===== src/pkg/ienpm_consts.svh =====
`ifndef IENPM_CONSTS_SVH
`define IENPM_CONSTS_SVH

// register byte offsets
`define IENPM_OFF_MASK     8'h00
`define IENPM_OFF_FLAGS    8'h04
`define IENPM_OFF_PWR      8'h08
`define IENPM_OFF_SPI_DATA 8'h0c
`define IENPM_OFF_SPI_CTRL 8'h10
`define IENPM_OFF_STATUS   8'h14

// enable mask bits, also the source index of each vector
`define IENPM_B_EXT_A   0
`define IENPM_B_TIM_A   1
`define IENPM_B_EXT_B   2
`define IENPM_B_TIM_B   3
`define IENPM_B_SERIAL  4
`define IENPM_B_TIM_C   5
`define IENPM_B_RSVD    6
`define IENPM_B_GLOBAL  7
`define IENPM_MASK_RST  8'h00

// flag register bits (0..4 follow the source index)
`define IENPM_F_SPI     4
`define IENPM_F_TC_OVF  5
`define IENPM_F_TC_EXT  6

// power control bits
`define IENPM_P_IDLE    0
`define IENPM_P_PDOWN   1
`define IENPM_P_LVL_A   2
`define IENPM_P_LVL_B   3
`define IENPM_P_EXTMEM  4

// machine cycle phases: six states of two clocks
`define IENPM_PH_S2     3'h1
`define IENPM_PH_S5     3'h4
`define IENPM_PH_LAST   3'h5
`define IENPM_RST_MC    2'h2

// wake delay after an interrupt leaves power-down
`define IENPM_CLK_NS    25
`define IENPM_WAKE_NS   16000000
`define IENPM_WAKE_CYC  (`IENPM_WAKE_NS / `IENPM_CLK_NS)

`endif


===== src/pkg/ienpm_pkg.sv =====
package ienpm_pkg;

	typedef enum logic [2:0]
	{
		pm_run,
		pm_idle,
		pm_idle_rst,
		pm_pdown,
		pm_pd_wake
	} ienpm_pmode_t;

endpackage : ienpm_pkg


===== src/design/ienpm_top.sv =====
// The address map and the AXI4-Lite register port were chosen for this implementation.
`timescale 1ns/1ps
`include "ienpm_consts.svh"

module ienpm_top #(
	parameter int ADDR_W      = 8,
	parameter int WAKE_CYCLES = `IENPM_WAKE_CYC
) (
	// clock and reset
	input  wire logic              aclk,
	input  wire logic              aresetn,
	// axi4-lite write address
	input  wire logic [ADDR_W-1:0] s_axi_awaddr,
	input  wire logic              s_axi_awvalid,
	output logic                   s_axi_awready,
	// axi4-lite write data
	input  wire logic [31:0]       s_axi_wdata,
	input  wire logic [3:0]        s_axi_wstrb,
	input  wire logic              s_axi_wvalid,
	output logic                   s_axi_wready,
	// axi4-lite write response
	output logic [1:0]             s_axi_bresp,
	output logic                   s_axi_bvalid,
	input  wire logic              s_axi_bready,
	// axi4-lite read
	input  wire logic [ADDR_W-1:0] s_axi_araddr,
	input  wire logic              s_axi_arvalid,
	output logic                   s_axi_arready,
	output logic [31:0]            s_axi_rdata,
	output logic [1:0]             s_axi_rresp,
	output logic                   s_axi_rvalid,
	input  wire logic              s_axi_rready,
	// interrupt sources
	input  wire logic              ext_pin_a_n,
	input  wire logic              ext_pin_b_n,
	input  wire logic              timer_a_ovf,
	input  wire logic              timer_b_ovf,
	input  wire logic              timer_c_ovf,
	input  wire logic              timer_c_ext,
	input  wire logic              uart_irq,
	// cpu core side
	output logic [5:0]             irq_req,
	output logic                   irq_valid,
	input  wire logic              irq_ack,
	input  wire logic [2:0]        irq_ack_id,
	input  wire logic              instr_done,
	output logic                   cpu_halt,
	output logic                   periph_run,
	output logic                   osc_run,
	output logic                   ram_write_inhibit,
	output logic                   sfr_reset,
	input  wire logic              reset_pin,
	// pin control
	input  wire logic              core_ale,
	input  wire logic              core_program_store_enable,
	input  wire logic              core_p0_oe,
	input  wire logic              core_p2_addr,
	output logic                   ale_pin,
	output logic                   program_store_enable,
	output logic                   port0_oe,
	output logic                   port2_addr_sel,
	// spi pins
	output logic                   spi_sck,
	output logic                   spi_mosi,
	input  wire logic              spi_miso
);

	initial if (ADDR_W < 5 || ADDR_W > 32) $error("address width not supported");

	function automatic logic hit(input logic [ADDR_W-1:0] a, input logic [7:0] off);
		return a[ADDR_W-1:2] == (ADDR_W-2)'(off[7:2]);
	endfunction : hit

	ienpm_pkg::ienpm_pmode_t pmode;
	ienpm_pkg::ienpm_pmode_t next_pmode;

	logic [7:0]        interrupt_enable_mask;
	logic [6:0]        flg;
	logic [3:0]        evt;
	logic [4:0]        pwr;
	logic              spi_irq_enable;
	logic [5:0]        src;
	logic [5:0]        poll;
	logic              div;
	logic [2:0]        phase;
	logic              tick;
	logic              at_s5;
	logic              at_s2;
	logic              pa_q;
	logic              pb_q;
	logic [1:0]        mc_cnt;
	logic              aw_got;
	logic              w_got;
	logic [ADDR_W-1:0] awaddr_q;
	logic [31:0]       wdata_q;
	logic [3:0]        wstrb_q;
	logic              wr_do;
	logic              spi_start;
	logic              spi_busy;
	logic              spi_done;
	logic [7:0]        spi_rdata;
	logic              wake_start;
	logic              wake_done;
	logic              pd_wake_src;
	logic [31:0]       rd_mux;
	logic              rd_hit;
	logic [6:0]        w1c;
	logic [6:0]        ackc;
	logic [6:0]        setm;

	// machine timing: oscillator halved into states, six states a cycle
	assign osc_run = (pmode != ienpm_pkg::pm_pdown);
	assign tick    = osc_run && div;
	assign at_s5   = tick && (phase == `IENPM_PH_S5);
	assign at_s2   = tick && (phase == `IENPM_PH_S2);

	always_ff @(posedge aclk)
	begin
		if (!aresetn)
		begin
			div   <= 1'b0;
			phase <= 3'h0;
		end
		else if (osc_run)
		begin
			div <= ~div;
			if (div)
				phase <= (phase == `IENPM_PH_LAST) ? 3'h0 : phase + 3'h1;
		end
	end

	// axi write channel: address and data taken in any order
	assign s_axi_awready = !aw_got && !s_axi_bvalid;
	assign s_axi_wready  = !w_got && !s_axi_bvalid;
	assign wr_do         = aw_got && w_got && !s_axi_bvalid;

	always_ff @(posedge aclk)
	begin
		if (!aresetn)
		begin
			aw_got       <= 1'b0;
			w_got        <= 1'b0;
			awaddr_q     <= '0;
			wdata_q      <= 32'h0000_0000;
			wstrb_q      <= 4'h0;
			s_axi_bvalid <= 1'b0;
			s_axi_bresp  <= 2'h0;
		end
		else
		begin
			if (s_axi_awvalid && s_axi_awready)
			begin
				aw_got   <= 1'b1;
				awaddr_q <= s_axi_awaddr;
			end
			if (s_axi_wvalid && s_axi_wready)
			begin
				w_got   <= 1'b1;
				wdata_q <= s_axi_wdata;
				wstrb_q <= s_axi_wstrb;
			end
			if (wr_do)
			begin
				aw_got       <= 1'b0;
				w_got        <= 1'b0;
				s_axi_bvalid <= 1'b1;
				s_axi_bresp  <= (hit(awaddr_q, `IENPM_OFF_MASK) ||
					hit(awaddr_q, `IENPM_OFF_FLAGS) || hit(awaddr_q, `IENPM_OFF_PWR) ||
					hit(awaddr_q, `IENPM_OFF_SPI_DATA) || hit(awaddr_q, `IENPM_OFF_SPI_CTRL) ||
					hit(awaddr_q, `IENPM_OFF_STATUS)) ? 2'h0 : 2'h2;
			end
			else if (s_axi_bready)
			begin
				s_axi_bvalid <= 1'b0;
			end
		end
	end

	// control registers; sfr_reset reinitialises them, ram is outside
	always_ff @(posedge aclk)
	begin
		if (!aresetn || sfr_reset)
		begin
			interrupt_enable_mask <= `IENPM_MASK_RST;
			pwr                   <= 5'h00;
			spi_irq_enable        <= 1'b0;
		end
		else
		begin
			if (wr_do && wstrb_q[0] && hit(awaddr_q, `IENPM_OFF_MASK))
			begin
				interrupt_enable_mask <= wdata_q[7:0];
				// reserved bit not stored, reads zero whatever is written
				interrupt_enable_mask[`IENPM_B_RSVD] <= 1'b0;
			end
			if (wr_do && wstrb_q[0] && hit(awaddr_q, `IENPM_OFF_PWR))
				pwr <= wdata_q[4:0];
			else if (next_pmode != pmode && pmode == ienpm_pkg::pm_run)
				pwr[`IENPM_P_PDOWN:`IENPM_P_IDLE] <= 2'h0;
			if (wr_do && wstrb_q[0] && hit(awaddr_q, `IENPM_OFF_SPI_CTRL))
				spi_irq_enable <= wdata_q[0];
		end
	end

	assign spi_start = wr_do && wstrb_q[0] && hit(awaddr_q, `IENPM_OFF_SPI_DATA);

	ienpm_spi_master #(
		.BITS (8)
	) u_spi (
		.aclk    (aclk),
		.aresetn (aresetn),
		.tick    (tick),
		.start   (spi_start),
		.wdata   (wdata_q[7:0]),
		.busy    (spi_busy),
		.done    (spi_done),
		.rdata   (spi_rdata),
		.sck     (spi_sck),
		.mosi    (spi_mosi),
		.miso    (spi_miso)
	);

	// source flags: set wins over software or vector clear
	always_comb
	begin
		w1c  = (wr_do && wstrb_q[0] && hit(awaddr_q, `IENPM_OFF_FLAGS)) ? wdata_q[6:0] : 7'h00;
		ackc = 7'h00;
		// timer c and serial flags stay set on vectoring
		if (irq_ack && irq_ack_id < 3'h4)
			ackc[irq_ack_id[1:0]] = 1'b1;
		setm = 7'h00;
		setm[`IENPM_B_EXT_A]  = pa_q && !ext_pin_a_n && !pwr[`IENPM_P_LVL_A];
		setm[`IENPM_B_EXT_B]  = pb_q && !ext_pin_b_n && !pwr[`IENPM_P_LVL_B];
		setm[`IENPM_B_TIM_A]  = at_s5 && (evt[0] || timer_a_ovf);
		setm[`IENPM_B_TIM_B]  = at_s5 && (evt[1] || timer_b_ovf);
		setm[`IENPM_F_TC_OVF] = at_s2 && (evt[2] || timer_c_ovf);
		setm[`IENPM_F_TC_EXT] = at_s2 && (evt[3] || timer_c_ext);
		setm[`IENPM_F_SPI]    = spi_done;
	end

	always_ff @(posedge aclk)
	begin
		if (!aresetn || sfr_reset)
		begin
			flg  <= 7'h00;
			evt  <= 4'h0;
			pa_q <= 1'b1;
			pb_q <= 1'b1;
		end
		else
		begin
			flg  <= (flg & ~w1c & ~ackc) | setm;
			pa_q <= ext_pin_a_n;
			pb_q <= ext_pin_b_n;
			// overflows wait here for their setting phase
			evt <= (evt | {timer_c_ext, timer_c_ovf, timer_b_ovf, timer_a_ovf}) &
				~{setm[`IENPM_F_TC_EXT], setm[`IENPM_F_TC_OVF],
				setm[`IENPM_B_TIM_B], setm[`IENPM_B_TIM_A]};
		end
	end

	// six sources in vector order; level mode reads the pin itself
	always_comb
	begin
		src                   = flg[5:0];
		src[`IENPM_B_EXT_A]   = pwr[`IENPM_P_LVL_A] ? !ext_pin_a_n : flg[`IENPM_B_EXT_A];
		src[`IENPM_B_EXT_B]   = pwr[`IENPM_P_LVL_B] ? !ext_pin_b_n : flg[`IENPM_B_EXT_B];
		src[`IENPM_B_SERIAL]  = uart_irq || (flg[`IENPM_F_SPI] && spi_irq_enable);
		src[`IENPM_B_TIM_C]   = flg[`IENPM_F_TC_OVF] || flg[`IENPM_F_TC_EXT];
	end

	// one poll point per machine cycle, at S5P2
	always_ff @(posedge aclk)
	begin
		if (!aresetn || sfr_reset)
			poll <= 6'h00;
		else if (at_s5)
			poll <= src;
	end

	genvar gi;
	generate
		for (gi = 0; gi < 6; gi++)
		begin : g_gate
			always_ff @(posedge aclk)
			begin
				if (!aresetn || sfr_reset)
					irq_req[gi] <= 1'b0;
				else
					irq_req[gi] <= poll[gi] && interrupt_enable_mask[gi] &&
						interrupt_enable_mask[`IENPM_B_GLOBAL];
			end
		end
	endgenerate

	assign irq_valid = |irq_req;

	// an enabled external pin in level mode ends power-down
	assign pd_wake_src = interrupt_enable_mask[`IENPM_B_GLOBAL] && (
		(interrupt_enable_mask[`IENPM_B_EXT_A] && pwr[`IENPM_P_LVL_A] && !ext_pin_a_n) ||
		(interrupt_enable_mask[`IENPM_B_EXT_B] && pwr[`IENPM_P_LVL_B] && !ext_pin_b_n));
	assign wake_start = (pmode == ienpm_pkg::pm_pdown) && pd_wake_src && !reset_pin;

	ienpm_wake_timer #(
		.CYCLES (WAKE_CYCLES)
	) u_wake (
		.aclk    (aclk),
		.aresetn (aresetn),
		.start   (wake_start),
		.busy    (),
		.done    (wake_done)
	);

	// power mode sequencing
	always_comb
	begin
		next_pmode = pmode;
		case (pmode)
			ienpm_pkg::pm_run:
				if (instr_done && pwr[`IENPM_P_PDOWN])
					next_pmode = ienpm_pkg::pm_pdown;
				else if (instr_done && pwr[`IENPM_P_IDLE])
					next_pmode = ienpm_pkg::pm_idle;
			ienpm_pkg::pm_idle:
				if (reset_pin)
					next_pmode = ienpm_pkg::pm_idle_rst;
				else if (irq_valid)
					next_pmode = ienpm_pkg::pm_run;
			ienpm_pkg::pm_idle_rst:
				if (mc_cnt == `IENPM_RST_MC)
					next_pmode = ienpm_pkg::pm_run;
			ienpm_pkg::pm_pdown:
				if (reset_pin)
					next_pmode = ienpm_pkg::pm_run;
				else if (wake_start)
					next_pmode = ienpm_pkg::pm_pd_wake;
			ienpm_pkg::pm_pd_wake:
				if (wake_done)
					next_pmode = ienpm_pkg::pm_run;
			default:
				next_pmode = ienpm_pkg::pm_run;
		endcase
	end

	always_ff @(posedge aclk)
	begin
		if (!aresetn)
		begin
			pmode     <= ienpm_pkg::pm_run;
			mc_cnt    <= 2'h0;
			sfr_reset <= 1'b0;
		end
		else
		begin
			pmode <= next_pmode;
			// reset from power-down at once, from idle after the window
			sfr_reset <= (pmode == ienpm_pkg::pm_pdown && reset_pin) ||
				(pmode == ienpm_pkg::pm_run && reset_pin) ||
				(pmode == ienpm_pkg::pm_idle_rst && mc_cnt == `IENPM_RST_MC);
			if (pmode != ienpm_pkg::pm_idle_rst)
				mc_cnt <= 2'h0;
			else if (tick && phase == `IENPM_PH_LAST)
				mc_cnt <= mc_cnt + 2'h1;
		end
	end

	// halted core; peripherals keep their clock in every mode but power-down
	assign cpu_halt          = (pmode != ienpm_pkg::pm_run);
	assign periph_run        = osc_run;
	// ports stay live in the window; only ram writes are held off
	assign ram_write_inhibit = (pmode == ienpm_pkg::pm_idle_rst);

	// pin states by mode
	always_comb
	begin
		ale_pin              = core_ale;
		program_store_enable = core_program_store_enable;
		port0_oe             = core_p0_oe;
		port2_addr_sel       = core_p2_addr;
		if (pmode == ienpm_pkg::pm_idle || pmode == ienpm_pkg::pm_idle_rst)
		begin
			ale_pin              = 1'b1;
			program_store_enable = 1'b1;
			port0_oe             = pwr[`IENPM_P_EXTMEM] ? 1'b0 : core_p0_oe;
			port2_addr_sel       = pwr[`IENPM_P_EXTMEM];
		end
		else if (pmode == ienpm_pkg::pm_pdown || pmode == ienpm_pkg::pm_pd_wake)
		begin
			ale_pin              = 1'b0;
			program_store_enable = 1'b0;
			port0_oe             = pwr[`IENPM_P_EXTMEM] ? 1'b0 : core_p0_oe;
			port2_addr_sel       = 1'b0;
		end
	end

	// axi read channel, one cycle to answer
	always_comb
	begin
		rd_hit = 1'b1;
		rd_mux = 32'h0000_0000;
		if (hit(s_axi_araddr, `IENPM_OFF_MASK))
			rd_mux[7:0] = interrupt_enable_mask;
		else if (hit(s_axi_araddr, `IENPM_OFF_FLAGS))
			rd_mux[6:0] = flg;
		else if (hit(s_axi_araddr, `IENPM_OFF_PWR))
			rd_mux[4:0] = pwr;
		else if (hit(s_axi_araddr, `IENPM_OFF_SPI_DATA))
			rd_mux[7:0] = spi_rdata;
		else if (hit(s_axi_araddr, `IENPM_OFF_SPI_CTRL))
			rd_mux[1:0] = {spi_busy, spi_irq_enable};
		else if (hit(s_axi_araddr, `IENPM_OFF_STATUS))
			rd_mux[10:0] = {pmode, poll[1:0] & 2'h0, irq_req};
		else
			rd_hit = 1'b0;
	end

	assign s_axi_arready = !s_axi_rvalid;

	always_ff @(posedge aclk)
	begin
		if (!aresetn)
		begin
			s_axi_rvalid <= 1'b0;
			s_axi_rdata  <= 32'h0000_0000;
			s_axi_rresp  <= 2'h0;
		end
		else if (s_axi_arvalid && s_axi_arready)
		begin
			s_axi_rvalid <= 1'b1;
			s_axi_rdata  <= rd_mux;
			s_axi_rresp  <= rd_hit ? 2'h0 : 2'h2;
		end
		else if (s_axi_rready)
		begin
			s_axi_rvalid <= 1'b0;
		end
	end
endmodule : ienpm_top


===== src/design/ienpm_spi_master.sv =====
`timescale 1ns/1ps
module ienpm_spi_master #(
	parameter int BITS = 8
) (
	// clock and reset
	input  wire logic            aclk,
	input  wire logic            aresetn,
	// control
	input  wire logic            tick,
	input  wire logic            start,
	input  wire logic [BITS-1:0] wdata,
	output logic                 busy,
	output logic                 done,
	output logic      [BITS-1:0] rdata,
	// pins
	output logic                 sck,
	output logic                 mosi,
	input  wire logic            miso
);

	// the shifter reads bit BITS-2, so a one-bit frame cannot be served
	initial if (BITS < 2 || BITS > 16) $error("spi width not supported");

	logic [BITS-1:0] shreg;
	logic [4:0]      left;

	// clock runs only while a byte is in flight
	always_ff @(posedge aclk)
	begin
		if (!aresetn)
		begin
			busy  <= 1'b0;
			done  <= 1'b0;
			sck   <= 1'b0;
			mosi  <= 1'b0;
			shreg <= '0;
			rdata <= '0;
			left  <= 5'h00;
		end
		else
		begin
			done <= 1'b0;
			if (start && !busy)
			begin
				busy  <= 1'b1;
				shreg <= wdata;
				mosi  <= wdata[BITS-1];
				left  <= 5'(BITS);
			end
			else if (busy && tick)
			begin
				sck <= ~sck;
				if (sck)
				begin
					shreg <= {shreg[BITS-2:0], 1'b0};
					mosi  <= shreg[BITS-2];
					left  <= left - 5'h01;
					if (left == 5'h01)
					begin
						busy <= 1'b0;
						done <= 1'b1;
					end
				end
				else
				begin
					rdata <= {rdata[BITS-2:0], miso};
				end
			end
		end
	end
endmodule : ienpm_spi_master


===== src/design/ienpm_wake_timer.sv =====
`timescale 1ns/1ps
module ienpm_wake_timer #(
	parameter int CYCLES = 640000
) (
	// clock and reset
	input  wire logic aclk,
	input  wire logic aresetn,
	// control
	input  wire logic start,
	output logic      busy,
	output logic      done
);

	localparam int W = $clog2(CYCLES + 1);

	initial if (CYCLES < 1) $error("wake delay must be at least one cycle");

	logic [W-1:0] cnt;

	always_ff @(posedge aclk)
	begin
		if (!aresetn)
		begin
			cnt  <= '0;
			busy <= 1'b0;
			done <= 1'b0;
		end
		else
		begin
			done <= 1'b0;
			if (start && !busy)
			begin
				busy <= 1'b1;
				cnt  <= W'(CYCLES - 1);
			end
			else if (busy)
			begin
				if (cnt == '0)
				begin
					busy <= 1'b0;
					done <= 1'b1;
				end
				else
				begin
					cnt <= cnt - 1'b1;
				end
			end
		end
	end

endmodule : ienpm_wake_timer


===== config.mk =====
export PLATFORM = sky130hd
export DESIGN_NAME = ienpm_top
export DESIGN_NICKNAME = d
export VERILOG_FILES = /design/src/pkg/ienpm_pkg.sv /design/src/design/ienpm_top.sv /design/src/design/ienpm_spi_master.sv /design/src/design/ienpm_wake_timer.sv
export VERILOG_INCLUDE_DIRS = /design/src /design/src/pkg
export SDC_FILE = /design/constraint.sdc
export NUM_CORES = 1
export LEC_CHECK = 0
export BUFFER_PORTS_ARGS = -buffer_cell sky130_fd_sc_hd__buf_4
export CORE_MARGIN = 5
export CORE_UTILIZATION = 58
export CTS_CLUSTER_DIAMETER = 50
export CTS_CLUSTER_SIZE = 25
export DETAILED_ROUTE_END_ITERATION = 10
export PLACE_DENSITY = 0.85
export SETUP_SLACK_MARGIN = 0.2
export SLEW_MARGIN = 20
export SYNTH_ARGS = -nofsm -noshare
export SYNTH_HDL_FRONTEND = slang
export SYNTH_HIERARCHICAL = 1
export SYNTH_SLANG_ARGS = --single-unit

===== constraint.sdc =====
create_clock -name aclk -period 2.96 [get_ports aclk]
set_input_delay 0 -clock aclk [delete_from_list [all_inputs] [get_ports aclk]]
set_output_delay 0 -clock aclk [all_outputs]
set_load 0.1 [all_outputs]

# After elaboration in Yosys (flattened, before gate mapping)
# Index checks and enable logic that the tools add are counted.
[classes]
mux = 80
n_reduce_logical = 112
order_cmp = 3
bitwise_logic = 15
eq_ne = 23
add_sub_neg = 4
[op_table]
columns = ["cell", "n"]
rows = [
  ["$mux 11", 6],
  ["$mux 20", 3],
  ["$logic_and 1x1->1", 56],
  ["$mux 9", 5],
  ["$mux 7", 5],
  ["$mux 1", 34],
  ["$mux 3", 11],
  ["$eq 6x2->1 const B", 4],
  ["$eq 6x3->1 const B", 4],
  ["$logic_not 20->1", 1],
  ["$mux 4", 5],
  ["$sub 20x1->20 const B", 1],
  ["$logic_or 1x1->1", 17],
  ["$mux 8", 2],
  ["$pmux 3 s5", 1],
  ["$and 7x7->7", 2],
  ["$not 7->7", 2],
  ["$reduce_bool 2->1", 7],
  ["$eq 6x1->1 const B", 2],
  ["$logic_not 1->1", 12],
  ["$logic_not 6->1", 2],
  ["$reduce_and 2->1", 6],
  ["$mux 2", 5],
  ["$eq 3x3->1 const B", 3],
  ["28 further kinds", 41],
]
[totals]
regBits = 130
elab_cells = 279

# Longest topological paths before layout
# Gate-level depths: netlist of the first run.
[depth]
word_depth = 16
ltp_mapped = 8
mapped_depth_nobuf = 7

# Cells and area by module
# The synthesis of the first run kept the hierarchy.
[by_module_without_submodules]
columns = ["module", "cells_each", "n_inst", "area_per_inst_um2"]
rows = [
  ["ienpm_top", 451, 1, 3789.9],
  ["ienpm_wake_timer", 130, 1, 1129.8],
  ["ienpm_spi_master", 109, 1, 965.9],
]

# Worst setup path before layout of the first run
# OpenSTA, ideal clock, no wires.
[synth_path]
kind = "register to output"
startpoint = "register pmode[1]"
endpoint = "output port port0_oe"
setup_slack_ps = -305
t_arrival_ps = 3265
path_stages_with_launch = 7
path_buffers = 2
required_time_ps = 2960
cell_sequence = "dfxtp_1 clkbuf_1 or2_2 clkbuf_1 nor2_1 inv_1 a31oi_1"
[synth_between]
elab_chain_len = 4
elab_cells_between_ends = 8
[synth_rtl]
columns = ["element", "line_no", "text"]
rows = [
  ["from (decl)", "ienpm_top.sv:74", "ienpm_pkg::ienpm_pmode_t pmode;"],
  ["from (signal assigned)", "ienpm_top.sv:349", "pmode <= ienpm_pkg::pm_run;"],
  ["from (signal assigned)", "ienpm_top.sv:355", "pmode <= next_pmode;"],
  ["$eq 3x2->1 / $eq 3x3->1 (equally long branches)", "ienpm_top.sv:387", "else if (pmode == ienpm_pkg::pm_pdown || pmode == ienpm_pkg::pm_pd_wake)"],
  ["$logic_or 1x1->1", "ienpm_top.sv:387", ""],
  ["$mux 1", "ienpm_top.sv:387", ""],
  ["$mux 1 (*)", "ienpm_top.sv:380", "if (pmode == ienpm_pkg::pm_idle || pmode == ienpm_pkg::pm_idle_rst)"],
  ["to (decl)", "ienpm_top.sv:60", "output logic port0_oe,"],
]
# Mark *: on every way between the ends. The rest lies on a longest branch, timed or not.

# Worst setup path in the final report of the first run
[layout_path]
startpoint = "input port s_axi_araddr[7]"
endpoint = "register s_axi_rdata[6]"
[layout_between]
elab_chain_len = 10
elab_cells_between_ends = 14
[layout_rtl]
columns = ["element", "line_no", "text"]
rows = [
  ["from (decl)", "ienpm_top.sv:26", "input wire logic [ADDR_W-1:0] s_axi_araddr,"],
  ["$eq 6x3->1", "ienpm_top.sv:71", "return a[ADDR_W-1:2] == (ADDR_W-2)'(off[7:2]);"],
  ["$mux 9", "ienpm_top.sv:409", "else if (hit(s_axi_araddr, `IENPM_OFF_SPI_CTRL))"],
  ["$mux 9", "ienpm_top.sv:407", "else if (hit(s_axi_araddr, `IENPM_OFF_SPI_DATA))"],
  ["$mux 9", "ienpm_top.sv:405", "else if (hit(s_axi_araddr, `IENPM_OFF_PWR))"],
  ["$mux 9", "ienpm_top.sv:403", "else if (hit(s_axi_araddr, `IENPM_OFF_FLAGS))"],
  ["$mux 9", "ienpm_top.sv:401", "if (hit(s_axi_araddr, `IENPM_OFF_MASK))"],
  ["$mux 8", "ienpm_top.sv:407", ""],
  ["$mux 6", "ienpm_top.sv:405", ""],
  ["$mux 7", "ienpm_top.sv:403", ""],
  ["$mux 8 (*)", "ienpm_top.sv:401", ""],
  ["to (signal assigned)", "ienpm_top.sv:430", "s_axi_rdata <= rd_mux;"],
  ["to (decl)", "ienpm_top.sv:29", "output logic [31:0] s_axi_rdata,"],
]
# Mark *: on every way between the ends. The rest lies on a longest branch, timed or not. The select of a mux whose other input is x is not followed.
# A chain may end at the register's enable or synchronous reset.

==> summary.md, run 1 <==
| Metric | Value |
|---|---|
| Async S/R FF share, synth | `0%` |
| Die extent in y | `111 um` |
| Critical path class | `input port to flip-flop` |
| Final Cycle Share | `77.3%` |
| FP Rows | `36` |
| CTS tree | `yes` |
| RSZ-0062 raised after global routing | `false` |
| Avg Cell Area, Syn | `8.53 um^2` |
| GPL Wtd Cong | `0.960` |
| CP Max Fanout | `6` |
| Max-Slew Margin vs Limit | `31.6%` |
| Drt wl/cell | `17.6 um` |
| Most frequent CP cell | `dlygate4sd3_1` |
| Final TNS setup | `0 ns` |
| Grt ovf | `0` |
| Die ar. | `12300 um^2` |
| Logic pwr share | `12.7%` |
| FMAX | `437 MHz` |
| Vias in the first global route | `5537` |
| H-tree Lvls | `4` |
| Die width | `111 um` |
| CP top delay family | `buffers and inverters` |
| #FFs+latches synth | `126` |
| Longest Clk Path Bufs | `2` |
| Ys Warns | `6` |
| HP Class | `input port to flip-flop` |
| Startpoint Class | `input port` |
| Cell with the most instances after synthesis | `dfxtp_1` |
| Setup slack after layout | `0.671 ns` |
| Fin. Hold Viols | `0` |
| First-pass GRT wire length | `27300 um` |
| Tmin final | `2.29 ns` |
| Final design utilization | `76.8%` |
| Cell Pwr Density | `568 nW/um^2` |
| Post_cts resized | `0` |
| Post-DP HPWL | `10800 um` |
| Critical path required time | `3.40 ns` |
| Total Routing Usage GR | `26.9%` |
| Main synth FF type | `dfxtp_1` |
| Iteration-0 DRC Markers | `481` |
| CTS root buffer | `clkbuf_8` |
| Switch share | `29.0%` |
| Slowest-stage cell, CP | `dlygate4sd3_1` |
| Delay of the slowest cell on the worst path | `0.76 ns` |
| # Max-Cap Violations | `0` |
| Total number of vias | `5645` |
| EDFF count, synth | `0` |
| Clock-pin slew on the worst setup and hold paths | `0.06 ns` |
| Layout cells sized above 1 | `17.8%` |
| Distinct cell type count of the synthesized netlist | `71` |
| Clock network power share | `45.8%` |
| Worst clock skew | `0.00901 ns` |
| Sw power | `0.00124 W` |
| Worst Path Buf+Inv | `4` |
| Internal power | `0.00304 W` |
| Tot Pwr | `0.00428 W` |
| Place WS | `0.784 ns` |
| Crit. End Element | `flip-flop` |
| Post-CTS repair timing setup buffer count | `0` |
| Sink Count | `126` |
| # hold bufs at CTS | `51` |
| Initial antenna violation count | `0` |
| Final WL | `16700 um` |
| Worst skew pair latency | `0.53 ns` |
| Area grow syn2layout | `28.1%` |
| Fin cells | `954` |
| Initial Util | `59.9%` |
| WP data arrival | `2.73 ns` |
| Core area | `9820 um^2` |
| Port Buffers | `81` |
| Largest net degree at the start of global routing | `33` |
| Synth top area share | `42.9%` |
| Gate count after technology mapping | `690` |
| Peak VDD IR | `470 uV` |
| Slew Viols, Final | `0` |
| Final-stage net count | `890` |
| # setup viols final | `0` |
| DRC viols | `0` |
| Via/cell ratio | `5.92` |
| R2r setup slk | `0.69 ns` |
| Lkg Pwr | `3.06 nW` |
| Sequential power share | `41.5%` |
| DP Cell Count | `871` |
| Num CTS Buffers | `17` |
| Critical path, cell by cell | `dlygate4sd3_1, buf_4, nor4_4, dlygate4sd3_1, nand4_1, dlygate4sd3_1, a21oi_1` |
| Top post-synthesis cells by area | `dfxtp_1, nand2_1, nor2_1, a21oi_1, mux2i_1` |
| Mapped Area | `5890 um^2` |
| Ant. Diodes | `0` |
| Post-route ant nets | `0` |
| Area leader, netlist | `dfxtp_1` |
| First drt pass iteration count | `8` |
| Ports | `136` |
| Synth top cells by count | `dfxtp_1, nand2_1, nor2_1, a21oi_1, o21ai_0` |
| Sequential share of the synthesized area | `42.9%` |
| Worst Tran Pin Value | `1.02 ns` |
| Status | `complete, no violations` |
worst reg2reg max path: stages (launching register included):
cell	delay [ns]
dfxtp_1	0.36
nor2_2	0.15
and2_1	0.33
nand2_1	0.10
dlygate4sd3_1	0.57
a21oi_1	0.14
dlygate4sd3_1	0.57
metrics by stage:
| step | cell area [um^2] | hold WS, ns |
|---|---|---|
| floorplan | 5990 | 0.119 |
| global placement | 6470 | 0.231 |
| detailed placement | 6470 | 0.247 |
| CTS | 7540 | 0.00207 |
| global route | 7540 | 0.0353 |
| finish | 7540 | 0.0117 |
sequential cells by signal, indices dropped and copies added, names as in the netlist, 7 cells and up:
register               count
s_axi_rdata               11
interrupt_enable_mask      7
u_spi/shreg                7
u_wake/cnt                20
flg                        7
wdata_q                    8
u_spi/rdata                8
kinds of logic after synthesis:
| family | count (synthesis) | synth area share [%] |
|---|---|---|
| flops | 126 | 42.9 |
| other cells | 1 | 0.0637 |
| xor+xnor | 14 | 2.08 |
| mux | 27 | 4.63 |
| fa+ha+maj | 5 | 1.06 |
| compound gates | 157 | 16.7 |
| buf+inv | 78 | 6.72 |
| simple gates | 282 | 25.9 |
final timing paths:
check	endpoint	startpoint	cells after the start
setup reg to reg	wdata_q[6]	s_axi_bvalid	6
setup / recovery	s_axi_rdata[6]	s_axi_araddr[7]	7
hold reg to reg	s_axi_rdata[10]	s_axi_rdata[10]	2
hold / removal	w_got	s_axi_wvalid	4
power by group through the flow:
stage / registers, W / logic [W] / clock network [W]
detailed placement: 0.00181 / 0.000479 / 0
floorplan: 0.00184 / 0.000351 / 0
global route: 0.00178 / 0.000572 / 0.00207
CTS: 0.00177 / 0.000535 / 0.00196
global placement: 0.00181 / 0.000470 / 0
finish: 0.00178 / 0.000545 / 0.00196
area by class of cell:
class                           instances  area, um^2
Sequential cell                       126        2520
Tap cell                              133         166
Multi-Input combinational cell        508        3070
Timing Repair Buffer                  136        1150
Inverter                               19        71.3
Clock inverter                         14         135
Clock buffer                           18         428
Fill cell                             636        2280
cells in the final DEF, fill, tap and decap left out, types with 8 or more instances in the layout:
| cell type | instances |
|---|---|
| dfxtp_1 | 126 |
| buf_4 | 85 |
| nand2_1 | 78 |
| nor2_1 | 65 |
| dlygate4sd3_1 | 51 |
| a21oi_1 | 50 |
| o21ai_0 | 35 |
| mux2i_1 | 25 |
| conb_1 | 23 |
| inv_1 | 19 |
| nand2b_1 | 16 |
| nor3_1 | 16 |
| nand3_1 | 16 |
| clkbuf_16 | 16 |
| a31oi_1 | 14 |
| and3_1 | 11 |
| nand4_1 | 10 |
| xor2_1 | 9 |
| or4_1 | 8 |
metal layers:
metal	routed length [um]	vias up	part of all wire, %	GRT usage [%]
met5	0	-	0	0
met1	6700	2631	40	32.7
li1	-	2660	-	-
met4	363	0	2.2	7.96
met2	8180	308	49	46.3
met3	1500	46	8.9	7.64
No activity file was read; power rests on OpenSTA's default activity.
==> run 2, diff against run 1 <==
--- a/config.mk
+++ b/config.mk
@@ -8,11 +8,11 @@
 export LEC_CHECK = 0
 export BUFFER_PORTS_ARGS = -buffer_cell sky130_fd_sc_hd__buf_4
 export CORE_MARGIN = 5
-export CORE_UTILIZATION = 58
+export CORE_UTILIZATION = 54
 export CTS_CLUSTER_DIAMETER = 50
 export CTS_CLUSTER_SIZE = 25
 export DETAILED_ROUTE_END_ITERATION = 10
-export PLACE_DENSITY = 0.85
+export PLACE_DENSITY = 0.8
 export SETUP_SLACK_MARGIN = 0.2
 export SLEW_MARGIN = 20
 export SYNTH_ARGS = -nofsm -noshare
==> constraint.sdc (replaced) <==
create_clock -name aclk -period 2.15 [get_ports aclk]
set_input_delay 0 -clock aclk [delete_from_list [all_inputs] [get_ports aclk]]
set_output_delay 0 -clock aclk [all_outputs]
set_load 0.1 [all_outputs]
==> run 2 against run 1 <==
  * Sequential share of layout area shrank 1.4 points
  * Global-route usage shrank 1.5 points
  * Sequential cell count is the same
  * Combinational power grew 40%
  * Wire length grew 0.26%
  * Final cell count grew 3.5%
  * Die area grew 6.7%
  * Highest routed layer unchanged
==> summary.md, run 2 (synthesis gave the netlist of run 1 again) <==
| Metric | Value |
|---|---|
| Core area | `10700 um^2` |
| CTS tree | `yes` |
| Worst Tran Pin Value | `1.01 ns` |
| Post-route ant nets | `0` |
| Fill cell count | `739` |
| Startpoint Class | `flip-flop` |
| Worst skew pair latency | `0.52 ns` |
| Lkg Pwr | `3.21 nW` |
| Final TNS setup | `0 ns` |
| Clock-pin slew on the worst setup and hold paths | `0.06 ns` |
| Initial Util | `54.8%` |
| WP data arrival | `2.38 ns` |
| Tmin final | `1.93 ns` |
| Grt ovf | `0` |
| Num CTS Buffers | `17` |
| Cell Area, Placed | `6640 um^2` |
| Most frequent cells in the layout | `dfxtp_1, buf_4, nand2_1, nor2_1, dlygate4sd3_1` |
| CTS root buffer | `clkbuf_8` |
| Total Routing Usage GR | `25.5%` |
| Fin. Hold Viols | `0` |
| Sequential Area | `2550 um^2` |
| FP Rows | `38` |
| Die extent in y | `114 um` |
| Layout cells sized above 1 | `24.2%` |
| Multi-input gate area | `3210 um^2` |
| # setup viols final | `0` |
| FMAX | `517 MHz` |
| Most common cell after layout, fill and taps aside | `dfxtp_1` |
| First drt pass iteration count | `5` |
| Final-stage net count | `916` |
| Status | `complete, no violations` |
| Drt wl/cell | `17.0 um` |
| Critical path class | `flip-flop to flip-flop` |
| Longest Clk Path Bufs | `2` |
| # Max-Cap Violations | `0` |
| Via/cell ratio | `5.81` |
| RSZ-0062 raised after global routing | `true` |
| DRC viols | `0` |
| Sink Count | `126` |
| Slew Viols, Final | `0` |
| HP Class | `input port to flip-flop` |
| Ant. Diodes | `0` |
| Top flop regs | `u_wake/cnt (20), s_axi_rdata (11)` |
| Crit. End Element | `flip-flop` |
| Max reg flops | `20` |
| Final WL | `16800 um` |
| Cell Pwr Density | `748 nW/um^2` |
| Fin area | `7950 um^2` |
| Port Buffers | `81` |
| Largest net degree at the start of global routing | `33` |
| Vias in the first global route | `5473` |
| Die ar. | `13100 um^2` |
| H-tree Lvls | `4` |
| Largest reg by FF count | `u_wake/cnt` |
| Ports | `136` |
| Worst clock skew | `0.00886 ns` |
| Initial antenna violation count | `0` |
| Peak VDD IR | `445 uV` |
| Total number of vias | `5739` |
| Area grow syn2layout | `35.1%` |
| Max-Slew Margin vs Limit | `32.6%` |
| GPL Wtd Cong | `0.944` |
| Critical path required time | `2.59 ns` |
| First-pass GRT wire length | `26600 um` |
| Iteration-0 DRC Markers | `427` |
| Post-DP HPWL | `10900 um` |
| Final Cycle Share | `89.9%` |
| Die width | `114 um` |
| CP Max Fanout | `5` |
[run 2: cell types whose count changed in the layout (fill, tap and decap cells not counted), sizes merged]
cell	previous run	this run
clkinv	8	7
bufinv	1	2
clkinvlp	1	3
buf	85	111
clkbuf	18	19
inv	23	20
[run 2: final timing paths]
kind | startpoint | end | slack [ns] | depth (start not counted)
setup reg to reg | u_wake/cnt[3] | u_wake/cnt[17] | 0.22 | 6
hold / removal | s_axi_araddr[5] | s_axi_rdata[2] | 0.03 | 5
hold reg to reg | u_spi/done | flg[4] | 0.45 | 1
setup / recovery | u_wake/cnt[3] | u_wake/cnt[17] | 0.22 | 6
[run 2: what timing repair did]
item                                    in CTS  in global routing
buffers inserted                             6                  8
resized for setup                            7                 23
endpoints found under the setup margin      30                 29
hold endpoints to repair                    63                  0
pin swaps                                    5                 11
hold buffers                                51                  0
[run 2: where the power goes]
part	switching, W	leakage [nW]	total, W	internal [W]
Combinational	0.000533	1.90	0.000761	0.000228
Clock	0.00106	0.274	0.00275	0.00168
Sequential	0.0000572	1.03	0.00244	0.00238
[run 2: final cells by class]
class                      count  area share, %
clock buffer                  19           5.43
clock inverter                13           1.78
inverter                      19          0.897
multi-input combinational    508           40.4
sequential                   126           32.0
tap                          140           2.20
timing repair buffer         162           17.3
[run 2: critical path: stages, from the launching register on]
cell	delay, ns
dfxtp_4	0.36
nor4_4	0.29
nand3_2	0.15
or2_4	0.29
buf_4	0.14
or4_1	0.46
a21oi_1	0.16
[run 2: through the flow]
stage | worst slack, ns | power [W] | std cells | utilization, % | hold WS, ns
2_1_floorplan | -0.316 | 0.00303 | 712 | - | 0.119
3_3_place_gp | 0.147 | 0.00315 | 890 | 61.8 | 0.231
3_5_place_dp | 0.105 | 0.00316 | 890 | 61.8 | 0.243
4_1_cts | 0.109 | 0.00594 | 979 | 72.7 | 0.00993
5_1_grt | 0.137 | 0.00614 | 987 | 74.0 | 0.0400
6_report | 0.217 | 0.00595 | 987 | 74.0 | 0.0295
[run 2: per-layer routing]
metal	global-route usage [%]	wire [um]
met4	9.58	335
met1	31.7	6820
met3	5.29	1300
met5	0	0
met2	43.3	8340
==> run 3, diff against run 2 <==
--- a/config.mk
+++ b/config.mk
@@ -7,6 +7,7 @@
 export NUM_CORES = 1
 export LEC_CHECK = 0
 export BUFFER_PORTS_ARGS = -buffer_cell sky130_fd_sc_hd__buf_4
+export CORE_ASPECT_RATIO = 1.5
 export CORE_MARGIN = 5
 export CORE_UTILIZATION = 54
 export CTS_CLUSTER_DIAMETER = 50
==> constraint.sdc (replaced) <==
create_clock -name aclk -period 2.15 [get_ports aclk]
set_input_delay 0.645 -clock aclk [delete_from_list [all_inputs] [get_ports aclk]]
set_output_delay 0.645 -clock aclk [all_outputs]
set_load 0.1 [all_outputs]
==> run 3 against run 2 <==
  * Combinational power fell by 6.2%
  * Setup slack got worse by 0.40 ns
  * Total power decreased by 2.5%
  * The run now ends with setup timing left
  * Critical path depth is 1 lower
  * Final cell count decreased by 2.2%
  * Hold slack gained 0.42 ns
  * Wire length increased by 8.6%
  * Critical path type is now flip-flop to output pin
==> summary.md, run 3 (synthesis gave the netlist of run 1 again) <==
| Metric | Value |
|---|---|
| FP Rows | `46` |
| GPL Wtd Cong | `0.933` |
| Final-stage net count | `890` |
| Setup slack after layout | `-0.187 ns` |
| Tmin final | `2.34 ns` |
| RSZ-0062 raised after global routing | `true` |
| Slew Viols, Final | `0` |
| Vias in the first global route | `5538` |
| Fin. Hold Viols | `0` |
| Die ar. | `13100 um^2` |
| Top flop regs | `u_wake/cnt (20), s_axi_rdata (11)` |
| FMAX | `428 MHz` |
| Cell Pwr Density | `733 nW/um^2` |
| Max-Slew Margin vs Limit | `51.2%` |
| Met3 WL post-DR | `1060 um` |
| Core area | `10600 um^2` |
| Total Routing Usage GR | `26.4%` |
| DRC viols | `0` |
| Grt ovf | `0` |
| Sink Count | `126` |
| Layout cells sized above 1 | `30.1%` |
| Longest Clk Path Bufs | `2` |
| # Max-Cap Violations | `0` |
| Num CTS Buffers | `17` |
| # setup viols final | `5` |
| Ports | `136` |
| Startpoint Class | `flip-flop` |
| Tot Pwr | `0.00580 W` |
| HP Class | `flip-flop to flip-flop` |
| Post-route ant nets | `0` |
| Total number of vias | `5789` |
| CTS tree | `yes` |
| CTS root buffer | `clkbuf_16` |
| DP Cell Count | `905` |
| Drt wl/cell | `18.9 um` |
| Fin cells | `965` |
| # hold bufs at CTS | `0` |
| First-pass GRT wire length | `26800 um` |
| Most common cell after layout, fill and taps aside | `buf_4` |
| Cell Area, Placed | `6800 um^2` |
| Largest net degree at the start of global routing | `24` |
| Via/cell ratio | `6.00` |
| Worst clock skew | `0.00738 ns` |
| Violated checks | `setup timing` |
| Area grow syn2layout | `34.4%` |
| Worst skew pair latency | `0.42 ns` |
| Final Cycle Share | `109%` |
| Place WS | `-0.0163 ns` |
| Crit. End Element | `output pin` |
| Critical path required time | `1.50 ns` |
| Initial antenna violation count | `0` |
| Top Layer Used | `met4` |
| Die extent in y | `138 um` |
| WP data arrival | `1.69 ns` |
| CP Max Fanout | `7` |
| Worst Tran Pin Value | `0.733 ns` |
| Critical path class | `flip-flop to output pin` |
| Largest reg by FF count | `u_wake/cnt` |
| WL met2 | `9650 um` |
| Worst R2R Path Depth | `5` |
| DRT met1 WL | `6520 um` |
| Clock-pin slew on the worst setup and hold paths | `0.06 ns` |
| Lkg Pwr | `3.17 nW` |
| Final WL | `18200 um` |
| Most frequent cells in the layout | `buf_4, dfxtp_1, nand2_1, nor2_1, a21oi_1` |
| Ant. Diodes | `0` |
| Post-DP HPWL | `11700 um` |
| Fin area | `7910 um^2` |
| Initial Util | `55.3%` |
| Hold Path Depth | `2` |
| H-tree Lvls | `4` |
| First drt pass iteration count | `6` |
| Iteration-0 DRC Markers | `439` |
| Peak VDD IR | `625 uV` |
| Port Buffers | `81` |
| Max reg flops | `20` |
| Status | `finished, violations left` |
| Die width | `95.2 um` |
-- run 3: cell count changes in the layout (fill, tap and decap cells not counted), sizes merged --
cell / delta
and3: +1
buf: +24
bufinv: -1
clkbuf: -2
clkinv: +4
dlygate4sd3: -51
inv: -1
-- run 3: per-stage QoR --
stage | hold WS [ns] | TNS (ns) | util (%)
floorplan | 0.418 | -11.62 | -
global placement | 0.440 | 0 | 63.8
detailed placement | 0.450 | -0.0248 | 63.8
CTS | 0.453 | -0.439 | 71.7
global route | 0.474 | -0.794 | 74.3
finish | 0.453 | -0.549 | 74.3
-- run 3: final timing paths --
| path | from | to | slack, ns |
|---|---|---|---|
| hold / removal | poll[2] | poll[2] | 0.45 |
| hold reg to reg | poll[2] | poll[2] | 0.45 |
| setup / recovery | pmode[1] | port0_oe | -0.19 |
| setup reg to reg | u_wake/cnt[5] | u_wake/cnt[19] | 0.15 |
-- run 3: timing repair --
item,CTS,global route
resized for setup,44,38
setup endpoints to repair,20,38
endpoints found under the hold margin,0,0
gates cloned,0,2
setup buffers,14,12
pin swaps,13,23
-- run 3: layout make-up --
cell class	instances	area (um^2)
multi-input cells	509	3390
well taps	144	180
fillers	738	2740
clock buffers	17	425
inverters	19	75.1
clock inverters	15	124
flip-flops and latches	126	2550
repair buffers	135	1160
-- run 3: layer usage --
metal	vias to the layer above	track usage, %
met2	260	47.2
met5	-	0
met3	92	6.95
li1	2664	-
met1	2773	28.6
met4	0	12.1
-- run 3: where the power goes --
group          switching, W  internal, W  total (W)  leakage (nW)
Clock               0.00107      0.00158    0.00265         0.272
Combinational      0.000530     0.000184   0.000714          1.87
Sequential        0.0000583      0.00238    0.00244          1.03
Total               0.00166      0.00414    0.00580          3.17
-- run 3: critical path: stages, from the launching register on --
cell and delay (ns):
dfxtp_4 0.34, or2_4 0.29, nor2_4 0.13, clkinvlp_4 0.13, a31oi_4 0.19, buf_12 0.19
